File: src/hdl/pec_regs.svh
`ifndef PEC_REGS_SVH
`define PEC_REGS_SVH

`define PEC_DAL_W       18
`define PEC_CSR_W       16
`define PEC_JMP_W       4
`define PEC_CSR_EN      0
`define PEC_CSR_WWP     2
`define PEC_CSR_EA_LO   5
`define PEC_CSR_EA_HI   11
`define PEC_CSR_FLAG    15
`define PEC_EA_W        7
`define PEC_ADR_EA_LO   11
`define PEC_ADR_EA_HI   17
`define PEC_ADR_BASE_LO 5
`define PEC_ADR_BASE_HI 17
`define PEC_ADR_JMP_LO  1
`define PEC_ADR_JMP_HI  4
`define PEC_ADR_BASE    13'h1FA2
`define PEC_DAL_PERR    16
`define PEC_DAL_PEN     17
`define PEC_CSR_RESET   16'h0000

`endif

File: src/hdl/pec_pkg.sv
`default_nettype none
package pec_pkg;

  // Bus lines as asserted levels
  typedef struct packed {
    logic        sync;
    logic        din;
    logic        dout;
    logic        rply;
    logic        wtbt;
    logic        init;
    logic [17:0] dal;
  } pec_bus_t;

  // Lines this block drives
  typedef struct packed {
    logic [17:0] dal;
    logic [17:0] dal_oe;
    logic        rply;
  } pec_drv_t;

  typedef enum logic [4:0] {
    PEC_IDLE = 5'h01,
    PEC_CYC  = 5'h02,
    PEC_RD   = 5'h04,
    PEC_WR   = 5'h08,
    PEC_WAIT = 5'h10
  } pec_state_t;

endpackage : pec_pkg
`default_nettype wire

File: src/hdl/pec_sync.sv
`default_nettype none
module pec_sync #(
  parameter int W = 1
) (
  input  wire logic         mclk_i,
  input  wire logic         reset_n_i,
  input  wire logic [W-1:0] d_i,
  output logic      [W-1:0] q_o
);

  typedef struct packed {
    logic [W-1:0] s1;
    logic [W-1:0] s2;
  } pec_sync_st_t;

  pec_sync_st_t s;
  pec_sync_st_t next_s;

  always_comb begin
    next_s    = s;
    next_s.s1 = d_i;
    next_s.s2 = s.s1;
  end

  always_ff @(posedge mclk_i) begin
    if (!reset_n_i) begin
      s <= '0;
    end else begin
      s <= next_s;
    end
  end

  assign q_o = s.s2;

endmodule : pec_sync
`default_nettype wire

File: src/hdl/pec_top.sv
`include "pec_regs.svh"
`default_nettype none
module pec_top
  import pec_pkg::*;
(
  input  wire logic                   mclk_i,
  input  wire logic                   reset_n_i,
  input  wire pec_bus_t               bus_i,
  input  wire logic [`PEC_JMP_W-1:0]  jumper_i,
  output logic      [`PEC_DAL_W-1:0]  dal_o,
  output logic      [`PEC_DAL_W-1:0]  dal_oe_o,
  output logic                        rply_o
);

  // ****************************************
  // Types
  // ****************************************
  typedef struct packed {
    pec_state_t              st;
    logic                    sync_d;
    logic                    rply_d;
    logic                    sel;
    logic                    adr0;
    logic                    en;
    logic                    wwp;
    logic                    flag;
    logic [`PEC_EA_W-1:0]    err_adr;
    pec_drv_t                drv;
  } pec_top_st_t;

  // ****************************************
  // Input synchronisers
  // ****************************************
  localparam int SW = $bits(pec_bus_t) + `PEC_JMP_W;

  logic [SW-1:0]        sync_q;
  pec_bus_t             b;
  logic [`PEC_JMP_W-1:0] jmp;

  pec_sync #(
    .W (SW)
  ) u_sync (
    .mclk_i    (mclk_i),
    .reset_n_i (reset_n_i),
    .d_i       ({bus_i, jumper_i}),
    .q_o       (sync_q)
  );

  assign b   = sync_q[SW-1:`PEC_JMP_W];
  assign jmp = sync_q[`PEC_JMP_W-1:0];

  // ****************************************
  // Functions
  // ****************************************
  function automatic logic csr_hit(
    input logic [`PEC_DAL_W-1:0] a,
    input logic [`PEC_JMP_W-1:0] j
  );
    logic base_ok;
    logic jmp_ok;
    base_ok = (a[`PEC_ADR_BASE_HI:`PEC_ADR_BASE_LO] == `PEC_ADR_BASE);
    jmp_ok  = (a[`PEC_ADR_JMP_HI:`PEC_ADR_JMP_LO] == j);
    return base_ok & jmp_ok;
  endfunction : csr_hit

  function automatic logic [`PEC_CSR_W-1:0] csr_word(
    input logic                 en,
    input logic                 wwp,
    input logic                 flag,
    input logic [`PEC_EA_W-1:0] ea
  );
    logic [`PEC_CSR_W-1:0] w;
    w = `PEC_CSR_RESET;
    w[`PEC_CSR_EN] = en;
    w[`PEC_CSR_WWP] = wwp;
    w[`PEC_CSR_EA_HI:`PEC_CSR_EA_LO] = ea;
    w[`PEC_CSR_FLAG] = flag;
    return w;
  endfunction : csr_word

  // ****************************************
  // State
  // ****************************************
  pec_top_st_t s;
  pec_top_st_t next_s;

  logic sync_rise;
  logic rply_rise;
  logic flag_set;
  logic flag_clr;
  logic wr_low;

  always_comb begin
    next_s    = s;
    sync_rise = b.sync & ~s.sync_d;
    rply_rise = b.rply & ~s.rply_d;
    flag_clr  = 1'b0;
    wr_low    = 1'b0;

    next_s.sync_d = b.sync;
    next_s.rply_d = b.rply;

    // Parity error seen by a foreign read
    flag_set = b.din & rply_rise & b.dal[`PEC_DAL_PERR] & ~s.sel;

    // Drivers default to released
    next_s.drv.dal    = '0;
    next_s.drv.dal_oe = '0;
    next_s.drv.rply   = 1'b0;

    // Parity enable on line 17
    if (s.en && b.din) begin
      next_s.drv.dal[`PEC_DAL_PEN]    = 1'b1;
      next_s.drv.dal_oe[`PEC_DAL_PEN] = 1'b1;
    end

    // Force wrong parity on foreign writes
    if (s.wwp && b.dout && !s.sel) begin
      next_s.drv.dal[`PEC_DAL_PERR]    = 1'b1;
      next_s.drv.dal_oe[`PEC_DAL_PERR] = 1'b1;
    end

    // ****************************************
    // Bus cycle sequencer
    // ****************************************
    case (s.st)
      PEC_IDLE: begin
        if (sync_rise) begin
          next_s.sel  = csr_hit(b.dal, jmp);
          next_s.adr0 = b.dal[0];
          if (!(s.flag || flag_set)) begin
            next_s.err_adr = b.dal[`PEC_ADR_EA_HI:`PEC_ADR_EA_LO];
          end
          next_s.st = PEC_CYC;
        end
      end
      PEC_CYC: begin
        if (!b.sync) begin
          next_s.sel = 1'b0;
          next_s.st  = PEC_IDLE;
        end else if (s.sel && b.din) begin
          next_s.st = PEC_RD;
        end else if (s.sel && b.dout) begin
          wr_low    = ~(b.wtbt & s.adr0);
          next_s.st = PEC_WR;
        end
      end
      PEC_RD: begin
        next_s.drv.dal[`PEC_CSR_W-1:0] =
          csr_word(s.en, s.wwp, s.flag, s.err_adr);
        next_s.drv.dal_oe[`PEC_CSR_W-1:0] = '1;
        next_s.drv.rply = 1'b1;
        if (!b.din) begin
          next_s.drv.dal[`PEC_CSR_W-1:0]    = '0;
          next_s.drv.dal_oe[`PEC_CSR_W-1:0] = '0;
          next_s.drv.rply = 1'b0;
          flag_clr  = 1'b1;
          next_s.st = PEC_CYC;
        end
      end
      PEC_WR: begin
        next_s.drv.rply = 1'b1;
        if (!b.dout) begin
          next_s.drv.rply = 1'b0;
          next_s.st       = PEC_WAIT;
        end
      end
      PEC_WAIT: begin
        if (!b.sync) begin
          next_s.sel = 1'b0;
          next_s.st  = PEC_IDLE;
        end
      end
      default: begin
        next_s.sel = 1'b0;
        next_s.st  = PEC_IDLE;
      end
    endcase

    // Register write of control bits
    if (wr_low) begin
      next_s.en  = b.dal[`PEC_CSR_EN];
      next_s.wwp = b.dal[`PEC_CSR_WWP];
    end

    // Set wins over read clear
    next_s.flag = (s.flag & ~flag_clr) | flag_set;

    // ****************************************
    // Bus initialize
    // ****************************************
    if (b.init) begin
      next_s.en   = 1'b0;
      next_s.wwp  = 1'b0;
      next_s.flag = 1'b0;
      next_s.sel  = 1'b0;
      next_s.drv  = '0;
      next_s.st   = PEC_IDLE;
    end
  end

  always_ff @(posedge mclk_i) begin
    if (!reset_n_i) begin
      s         <= '0;
      s.st      <= PEC_IDLE;
    end else begin
      s <= next_s;
    end
  end

  // ****************************************
  // Outputs
  // ****************************************
  assign dal_o    = s.drv.dal;
  assign dal_oe_o = s.drv.dal_oe;
  assign rply_o   = s.drv.rply;

endmodule : pec_top
`default_nettype wire

File: config.mk
export PLATFORM = sky130hd
export DESIGN_NAME = pec_top
export DESIGN_NICKNAME = d
export VERILOG_FILES = /design/src/hdl/pec_pkg.sv /design/src/hdl/pec_sync.sv /design/src/hdl/pec_top.sv
export VERILOG_INCLUDE_DIRS = /design/src /design/src/hdl
export SDC_FILE = /design/constraint.sdc
export NUM_CORES = 1
export LEC_CHECK = 0
export BUFFER_PORTS_ARGS = -buffer_cell sky130_fd_sc_hd__buf_2
export CAP_MARGIN = 10
export CORE_MARGIN = 4
export CORE_UTILIZATION = 50
export CTS_BUF_LIST = sky130_fd_sc_hd__clkbuf_8
export CTS_CLUSTER_SIZE = 8
export DETAILED_ROUTE_END_ITERATION = 12
export PLACE_DENSITY = 0.77
export SYNTH_ARGS = -nofsm -noshare
export SYNTH_HDL_FRONTEND = slang
export SYNTH_SLANG_ARGS = --single-unit
File: constraint.sdc
create_clock -name mclk_i -period 1.2 [get_ports mclk_i]
set_input_delay 0 -clock mclk_i [delete_from_list [all_inputs] [get_ports mclk_i]]
set_output_delay 0 -clock mclk_i [all_outputs]
set_load 0.005 [all_outputs]
==> results.cfg, run 1 <==
[setup_path]
r2r_cells = 5
path_depth = 5
crit_path_end = s[54]$_SDFFE_PP0P_
cp_cell_sequence = buf_6, nor4b_4, nand4b_1, buf_4, a21oi_2
end_kind = flip-flop
slowest_delay_ps = 350
r2r_start = s[51]$_SDFFE_PP1P_
critPathTopFamily = simple AND/OR/NAND/NOR gates
cp-startpoint = s[51]$_SDFFE_PP1P_
cp.required_ps = 1480
reg2reg_setup_slack_ps = -190
slowest_stage = dfxtp_4
crit_path_start_kind = flip-flop
path_buf_inv = 2
setup.worst_path.class = flip-flop to flip-flop
crit_arrival_ps = 1660
crit_path_max_fanout = 4
rr_endpoint = s[54]$_SDFFE_PP0P_

[clocking]
clkLatencyLatePin_ps = 350
h-tree-depth = 3
clockBufferDepth = 2
cts_tree = built
cts_sinks = 89
cts_buffers = 9
path_clk_slew_ps = 80
root_buffer = clkbuf_8

[synthesis]
synth_top_area_share_pct = 57.1
synth_compound_area_share_pct = 5.74
ys_warn_count = 0
synth-xor-area-share_pct = 1.12
muxShareOfSynthArea_pct = 0
ys_seq_elements = 89
yosysSeqAreaShare_pct = 57.1
synthTopCellsByArea = dfxtp_1 (57%), and2_1 (14%), buf_4 (8.7%)
synth_edf_count = 0
netlist_area_mm2 = 0.00312
synthSimpleGateAreaFrac_pct = 26.0
synth_adder_area_share_pct = 0
synth_top_family_by_area = simple AND/OR/NAND/NOR gates
synth_top_cell_by_area = dfxtp_1
syn_area_per_cell_um2 = 10.6
synth.distinct_cells = 38
syn_inst = 295
synth_ff_type = dfxtp_1
async_flop_share_pct = 0

[final_layout]
final_common_cell = dfxtp_1
synthToLayoutAreaGrowth_pct = 32.1
fill_cells = 428
stdcell_count = 461
finish.instance_area_mm2 = 0.00412
seq_area_mm2 = 0.00180
final_cell_mix = dfxtp_1 (83), and2_1 (67), buf_2 (60)
multi_input_area_mm2 = 0.00123
n_antenna_cell = 0
nets = 413
drive_above_1_share_pct = 38.1

[sta]
fin_ws_ps = -186
fin_skew_ps = 8.16
finalHoldViolCount = 0
clock.fmax_mhz = 722
setup_viol = 26
period_share_pct = 115
drv_slew = 0
rsz0062_at_grt = true
period_needed_ps = 1390
holdWs_ps = 44.0

[global_route]
grt_first_pass_wirelength_um = 9270
grt_start_max_net_pins = 51
overflow = 0
antenna_found_initial = 0
first_global_vias = 2094
met2_usage_pct = 25.9
busiest_layer = met2
met1_usage_pct = 18.1
track_usage_pct = 16.0
grt_use_met3_pct = 6.43

[route]
drc = 0
vias = 2152
drt-vias-per-instance = 4.67
ant_nets = 0
wire_per_inst_um = 12.3
wl_um = 5690
drt_pass1_iterations = 4
drtIter0Drc = 67

[placement]
dp_slack_ps = -248
port_buffers = 60
gp_congestion = 0.842
place_area_mm2 = 0.00341
dpl.hpwl_um = 3470
placed_cells = 411

[min_path]
hp-class = input port to flip-flop

[die]
rows = 28
die-height_um = 87.0
core-area_mm2 = 0.00599
start_util_pct = 52.0
die_w_um = 87.0
die_area_mm2 = 0.00756
num_io_pins = 67

[job]
drv_cap = 0

[power_and_ir_drop]
power_density_mw_per_mm2 = 1310
p_sw_mw = 1.21
finalPower_mw = 5.38
p_seq_share_pct = 57.4
clkPwrFrac_pct = 34.2
ir_drop_uv = 993
internal_power_mw = 4.17
p_leak_nw = 1.75
power_frac_comb_pct = 8.4
sw_frac_of_total_pct = 22.5

[status]
status = complete, but fails checks
violations = negative setup slack
[metrics by stage]
step	setup TNS, ps	utilization (%)
floorplan	-848	-
global placement	-2670	56.9
detailed placement	-3680	56.9
CTS	-2020	66.6
global route	-4890	68.8
finish	-2670	68.8
[layer usage]
metal  share of wire (%)  vias up
li1                    -     1109
met1                  40      935
met2                  48       86
met3                 8.6       22
met4                 3.4        0
met5                   0        -
[power groups by stage]
stage                     registers, mW  logic [mW]  clock network [mW]
after floorplan                    3.16       0.200                   0
after global placement             3.16       0.320                   0
after detailed placement           3.16       0.330                   0
after CTS                          3.09       0.431                1.88
after global routing               3.10       0.504                2.00
final                              3.09       0.453                1.84
[flip-flops by register name, summed over array words and instances, names as in the netlist]
name           flops
u_sync.next_s     28
u_sync.q_o        28
s                 19
dal_o             10
dal_oe_o           3
rply_o             1
[cell type report]
class,count,share of cell area [%]
flip-flops and latches,89,43.6
multi-input cells,167,29.9
repair buffers,115,19.8
clock buffers,11,3.67
well taps,75,2.28
clock inverters,3,0.607
inverters,1,0.0911
[worst min-delay path: cells and delay by family]
family        cells  cell delay, ps
buf+inv           2             250
simple gates      1             120
[how the worst min path moves through the flow]
stage | start | endpoint | slack, ps | depth (start not counted)
finish | reset_n_i | s[50]$_SDFF_PN0_ | 40 | 3
global route | reset_n_i | u_sync.q_o[14]$_SDFF_PN0_ | 40 | 3
CTS | reset_n_i | u_sync.q_o[9]$_SDFF_PN0_ | 30 | 3
detailed placement | bus_i[3] | u_sync.next_s[7]$_SDFF_PN0_ | 210 | 2
global placement | jumper_i[0] | u_sync.next_s[0]$_SDFF_PN0_ | 210 | 2
floorplan | jumper_i[0] | u_sync.next_s[0]$_SDFF_PN0_ | 130 | 1
[cells by family (layout without fill, tap and decap cells)]
| logic type | after synthesis | count (layout) |
|---|---|---|
| simple gates | 125 | 126 |
| flops | 89 | 89 |
| buf+inv | 45 | 130 |
| compound gates | 31 | 31 |
| xor+xnor | 4 | 4 |
| other cells | 1 | 6 |
[cells in the mapped netlist, types with 4 or more instances]
library cell  instances
dfxtp_1              89
and2_1               68
buf_4                36
nand3_1              15
a21oi_1              13
o21ai_0               9
nand2_1               7
clkbuf_1              6
nand4b_1              6
nor2_1                4
nor2b_1               4
xnor2_1               4
[repair_timing]
item / in CTS / in global routing
hold buffers: 28 / 0
hold endpoints to repair: 28 / 0
resized for setup: 29 / 29
setup buffers: 5 / 2
setup endpoints to repair: 29 / 29
pin swaps: 24 / 17
cloned: 1 / 0
Power figures use the tool's default switching activity.
==> run 2, diff against run 1 <==
--- a/config.mk
+++ b/config.mk
@@ -6,7 +6,7 @@
 export SDC_FILE = /design/constraint.sdc
 export NUM_CORES = 1
 export LEC_CHECK = 0
-export BUFFER_PORTS_ARGS = -buffer_cell sky130_fd_sc_hd__buf_2
+export BUFFER_PORTS_ARGS = -buffer_cell sky130_fd_sc_hd__buf_4
 export CAP_MARGIN = 10
 export CORE_MARGIN = 4
 export CORE_UTILIZATION = 50
==> results.cfg, run 2 (synthesis gave the netlist of run 1 again) <==
[placement]
dpl.hpwl_um = 3620
gp_congestion = 0.796
port_buffers = 60

[clocking]
clkLatencyLatePin_ps = 350
path_clk_slew_ps = 80
root_buffer = clkbuf_8
cts_buffers = 9
clockBufferDepth = 2
h-tree-depth = 3
cts_tree = built
cts_sinks = 89

[die]
core-area_mm2 = 0.00599
die_area_mm2 = 0.00756
die_w_um = 87.0
num_io_pins = 67
die-height_um = 87.0
rows = 28
start_util_pct = 52.0

[sta]
period_share_pct = 115
fin_skew_ps = 5.44
holdWs_ps = 93.9
finalHoldViolCount = 0
rsz0062_at_grt = true
period_needed_ps = 1380
drv_slew = 0
clock.fmax_mhz = 725
setup_viol = 26
tns_ps = -2320
fin_ws_ps = -179

[power_and_ir_drop]
ir_drop_uv = 1090
power_density_mw_per_mm2 = 1370
p_leak_nw = 1.78

[setup_path]
cp.required_ps = 1450
end_kind = flip-flop
crit_arrival_ps = 1630
crit_path_max_fanout = 4
setup.worst_path.class = flip-flop to flip-flop
crit_path_start_kind = flip-flop

[final_layout]
synthToLayoutAreaGrowth_pct = 37.1
nets = 410
n_antenna_cell = 0
drive_above_1_share_pct = 36.6
final_common_cell = dfxtp_1
final_cell_mix = dfxtp_1 (82), buf_4 (79), and2_1 (68)

[route]
wl_um = 5790
drt-vias-per-instance = 4.75
drt_pass1_iterations = 4
drc = 0
ant_nets = 0
wire_per_inst_um = 12.6
vias = 2183
drtIter0Drc = 67

[status]
violations = negative setup slack
status = complete, but fails checks

[min_path]
hp-class = input port to flip-flop

[job]
drv_cap = 0

[global_route]
track_usage_pct = 15.9
antenna_found_initial = 0
grt_start_max_net_pins = 53
first_global_vias = 2079
overflow = 0
grt_first_pass_wirelength_um = 9280
==> run 2: metrics by stage <==
stage               instances  power [mW]  utilization, %  area, um^2  setup slack (ps)
finish                    460        5.84            71.4        4280              -179
global route              460        6.08            71.4        4280              -236
CTS                       460        5.85            69.4        4160              -170
detailed placement        412        3.52            59.6        3570              -218
global placement          412        3.50            59.6        3570              -151
floorplan                 300        3.36               -        3180             -80.5
==> run 2: power breakdown <==
| group | total (mW) | internal, mW | leakage, nW | switching [mW] |
|---|---|---|---|---|
| clock network | 2.25 | 1.24 | 0.118 | 1.01 |
| logic | 0.497 | 0.301 | 0.928 | 0.196 |
| registers | 3.09 | 3.05 | 0.733 | 0.0411 |
| total | 5.84 | 4.59 | 1.78 | 1.25 |
==> run 2: per-layer routing <==
layer  wire (um)  track usage, %  share of wire (%)
met4          88            6.23                1.5
met2        3060            28.2                 53
met3         434            4.92                7.5
met1        2200            17.7                 38
met5           0               0                  0
==> run 2: final timing paths <==
kind / depth (start not counted) / start / slack (ps) / endpoint
worst max register to register: 5 / s[52]$_SDFFE_PP0P_ / -180 / s[48]$_SDFFE_PP0P_
worst min-delay path: 3 / reset_n_i / 90 / s[40]$_SDFFE_PN0P_
worst max-delay path: 5 / s[52]$_SDFFE_PP0P_ / -180 / s[48]$_SDFFE_PP0P_
worst min register to register: 1 / u_sync.next_s[20]$_SDFF_PN0_ / 440 / u_sync.q_o[20]$_SDFF_PN0_
==> run 2: cell type report <==
class,instances,area (um^2)
clock buffers,10,138
clock inverters,6,90.1
inverters,1,3.75
repair buffers,112,928
well taps,75,93.8
flip-flops and latches,89,1800
multi-input cells,167,1220
fillers,418,1720
==> run 2: repair_timing <==
action | CTS | global route
pin swaps | 9 | 9
cloned | 1 | 0
resized for setup | 21 | 29
endpoints found under the hold margin | 34 | 0
hold buffers | 29 | 0
setup buffers | 2 | 0
setup endpoints to repair | 28 | 45
==> run 2: worst max-delay path, cell delays in order (launching register included) <==
cell and delay, ps:
dfxtp_4 370, buf_4 150, and3b_1 150, o21ai_1 220, nand4_1 150, a31o_1 240
==> run 3, diff against run 2 <==
--- a/config.mk
+++ b/config.mk
@@ -13,7 +13,7 @@
 export CTS_BUF_LIST = sky130_fd_sc_hd__clkbuf_8
 export CTS_CLUSTER_SIZE = 8
 export DETAILED_ROUTE_END_ITERATION = 12
-export PLACE_DENSITY = 0.77
+export PLACE_DENSITY_LB_ADDON = 0.08
 export SYNTH_ARGS = -nofsm -noshare
 export SYNTH_HDL_FRONTEND = slang
 export SYNTH_SLANG_ARGS = --single-unit
==> constraint.sdc (replaced) <==
create_clock -name mclk_i -period 1.15 [get_ports mclk_i]
set_input_delay 0 -clock mclk_i [delete_from_list [all_inputs] [get_ports mclk_i]]
set_output_delay 0 -clock mclk_i [all_outputs]
set_load 0.005 [all_outputs]
==> results.cfg, run 3 (synthesis gave the netlist of run 1 again) <==
[sta]
setup_viol = 28
period_needed_ps = 1350
fin_skew_ps = 5.12
rsz0062_at_grt = true
drv_slew = 0
clock.fmax_mhz = 741
fin_ws_ps = -200
finalHoldViolCount = 0
period_share_pct = 117

[route]
ant_nets = 0
wl_um = 5500
drtIter0Drc = 49
vias = 2173
drc = 0
drt-vias-per-instance = 4.70
wire_per_inst_um = 11.9
drt_pass1_iterations = 4

[clocking]
root_buffer = clkbuf_8
cts_sinks = 89
h-tree-depth = 3
clkLatencyLatePin_ps = 340
cts_buffers = 9
clockBufferDepth = 2
cts_tree = built
path_clk_slew_ps = 80

[final_layout]
nets = 412
final_common_cell = dfxtp_1
n_antenna_cell = 0
synthToLayoutAreaGrowth_pct = 36.3
final_cell_mix = dfxtp_1 (82), buf_4 (79), and2_1 (68)
final_util_pct = 70.9
drive_above_1_share_pct = 35.7

[min_path]
hold_depth = 3
min_from = reset_n_i
hp-class = input port to flip-flop
min_to = s[52]$_SDFFE_PP0P_

[status]
status = complete, but fails checks
violations = negative setup slack

[global_route]
track_usage_pct = 16.1
antenna_found_initial = 0
grt_start_max_net_pins = 31
overflow = 0
grt_first_pass_wirelength_um = 9380
first_global_vias = 2098

[setup_path]
crit_path_max_fanout = 3
r2r_cells = 5
rr_endpoint = s[48]$_SDFFE_PP0P_
cp.required_ps = 1450
r2r_start = s[52]$_SDFFE_PP0P_
crit_arrival_ps = 1650
crit_path_start_kind = flip-flop
reg2reg_setup_slack_ps = -200
end_kind = flip-flop
setup.worst_path.class = flip-flop to flip-flop

[die]
core-area_mm2 = 0.00599
start_util_pct = 52.0
num_io_pins = 67
die_area_mm2 = 0.00756
die-height_um = 87.0
rows = 28
die_w_um = 87.0

[power_and_ir_drop]
power_density_mw_per_mm2 = 1370
p_leak_nw = 1.77
ir_drop_uv = 1050
finalPower_mw = 5.84

[placement]
gp_congestion = 0.848
dpl.hpwl_um = 3610
port_buffers = 60

[job]
drv_cap = 0
## run 3: routing by layer
metal  track usage (%)  up-vias  part of all wire, %
li1                  -     1117                    -
met1              18.9      981                   42
met2              26.7       59                   49
met3              3.31       16                  6.0
met4              9.77        0                  2.8
met5                 0        -                    0
## run 3: report_power, final
group          internal [mW]  total (mW)  switching, mW
clock                   1.07        2.11           1.05
sequential              3.18        3.22         0.0411
combinational          0.305       0.500          0.195
total                   4.55        5.84           1.28
## run 3: area by class of cell
class | instances | area [um^2]
Clock buffer | 10 | 138
Clock inverter | 6 | 65.1
Timing Repair Buffer | 114 | 955
Inverter | 1 | 3.75
Sequential cell | 89 | 1800
Tap cell | 75 | 93.8
Multi-Input combinational cell | 167 | 1190
Fill cell | 448 | 1740
## run 3: worst max-delay path by stage
stage	from	to	depth (start not counted)
CTS	s[52]$_SDFFE_PP0P_	s[48]$_SDFFE_PP0P_	5
finish	s[52]$_SDFFE_PP0P_	s[48]$_SDFFE_PP0P_	5
floorplan	s[51]$_SDFFE_PP1P_	s[37]$_SDFFE_PN0P_	4
global placement	s[55]$_SDFFE_PP0P_	s[45]$_SDFFE_PP0P_	4
global route	s[51]$_SDFFE_PP1P_	s[46]$_SDFFE_PP0P_	5
detailed placement	s[53]$_SDFFE_PP0P_	s[41]$_SDFFE_PN0P_	6
## run 3: stage by stage
| stage | setup WS [ps] | TNS, ps | cell area (um^2) | std cells | hold WS (ps) |
|---|---|---|---|---|---|
| 6_report | -200 | -2850 | 4250 | 462 | 45.0 |
| 5_1_grt | -305 | -5220 | 4250 | 462 | 50.0 |
| 4_1_cts | -176 | -3290 | 4160 | 461 | 20.3 |
| 3_5_place_dp | -228 | -4670 | 3590 | 415 | 211 |
| 3_3_place_gp | -202 | -4610 | 3590 | 415 | 208 |
| 2_1_floorplan | -130 | -1960 | 3180 | 300 | 127 |
## run 3: what timing repair did
item,in CTS,in global routing
pin swaps,16,8
setup buffers,0,1
endpoints found under the setup margin,45,29
gates resized for setup,26,22
endpoints found under the hold margin,33,0
cloned,1,0
hold buffers,29,0
## run 3: critical path, cell delays in order (launching register included)
cell and delay, ps:
dfxtp_4 360, nor3b_4 240, buf_6 140, nand4b_4 120, nor4_2 320, a31o_1 130
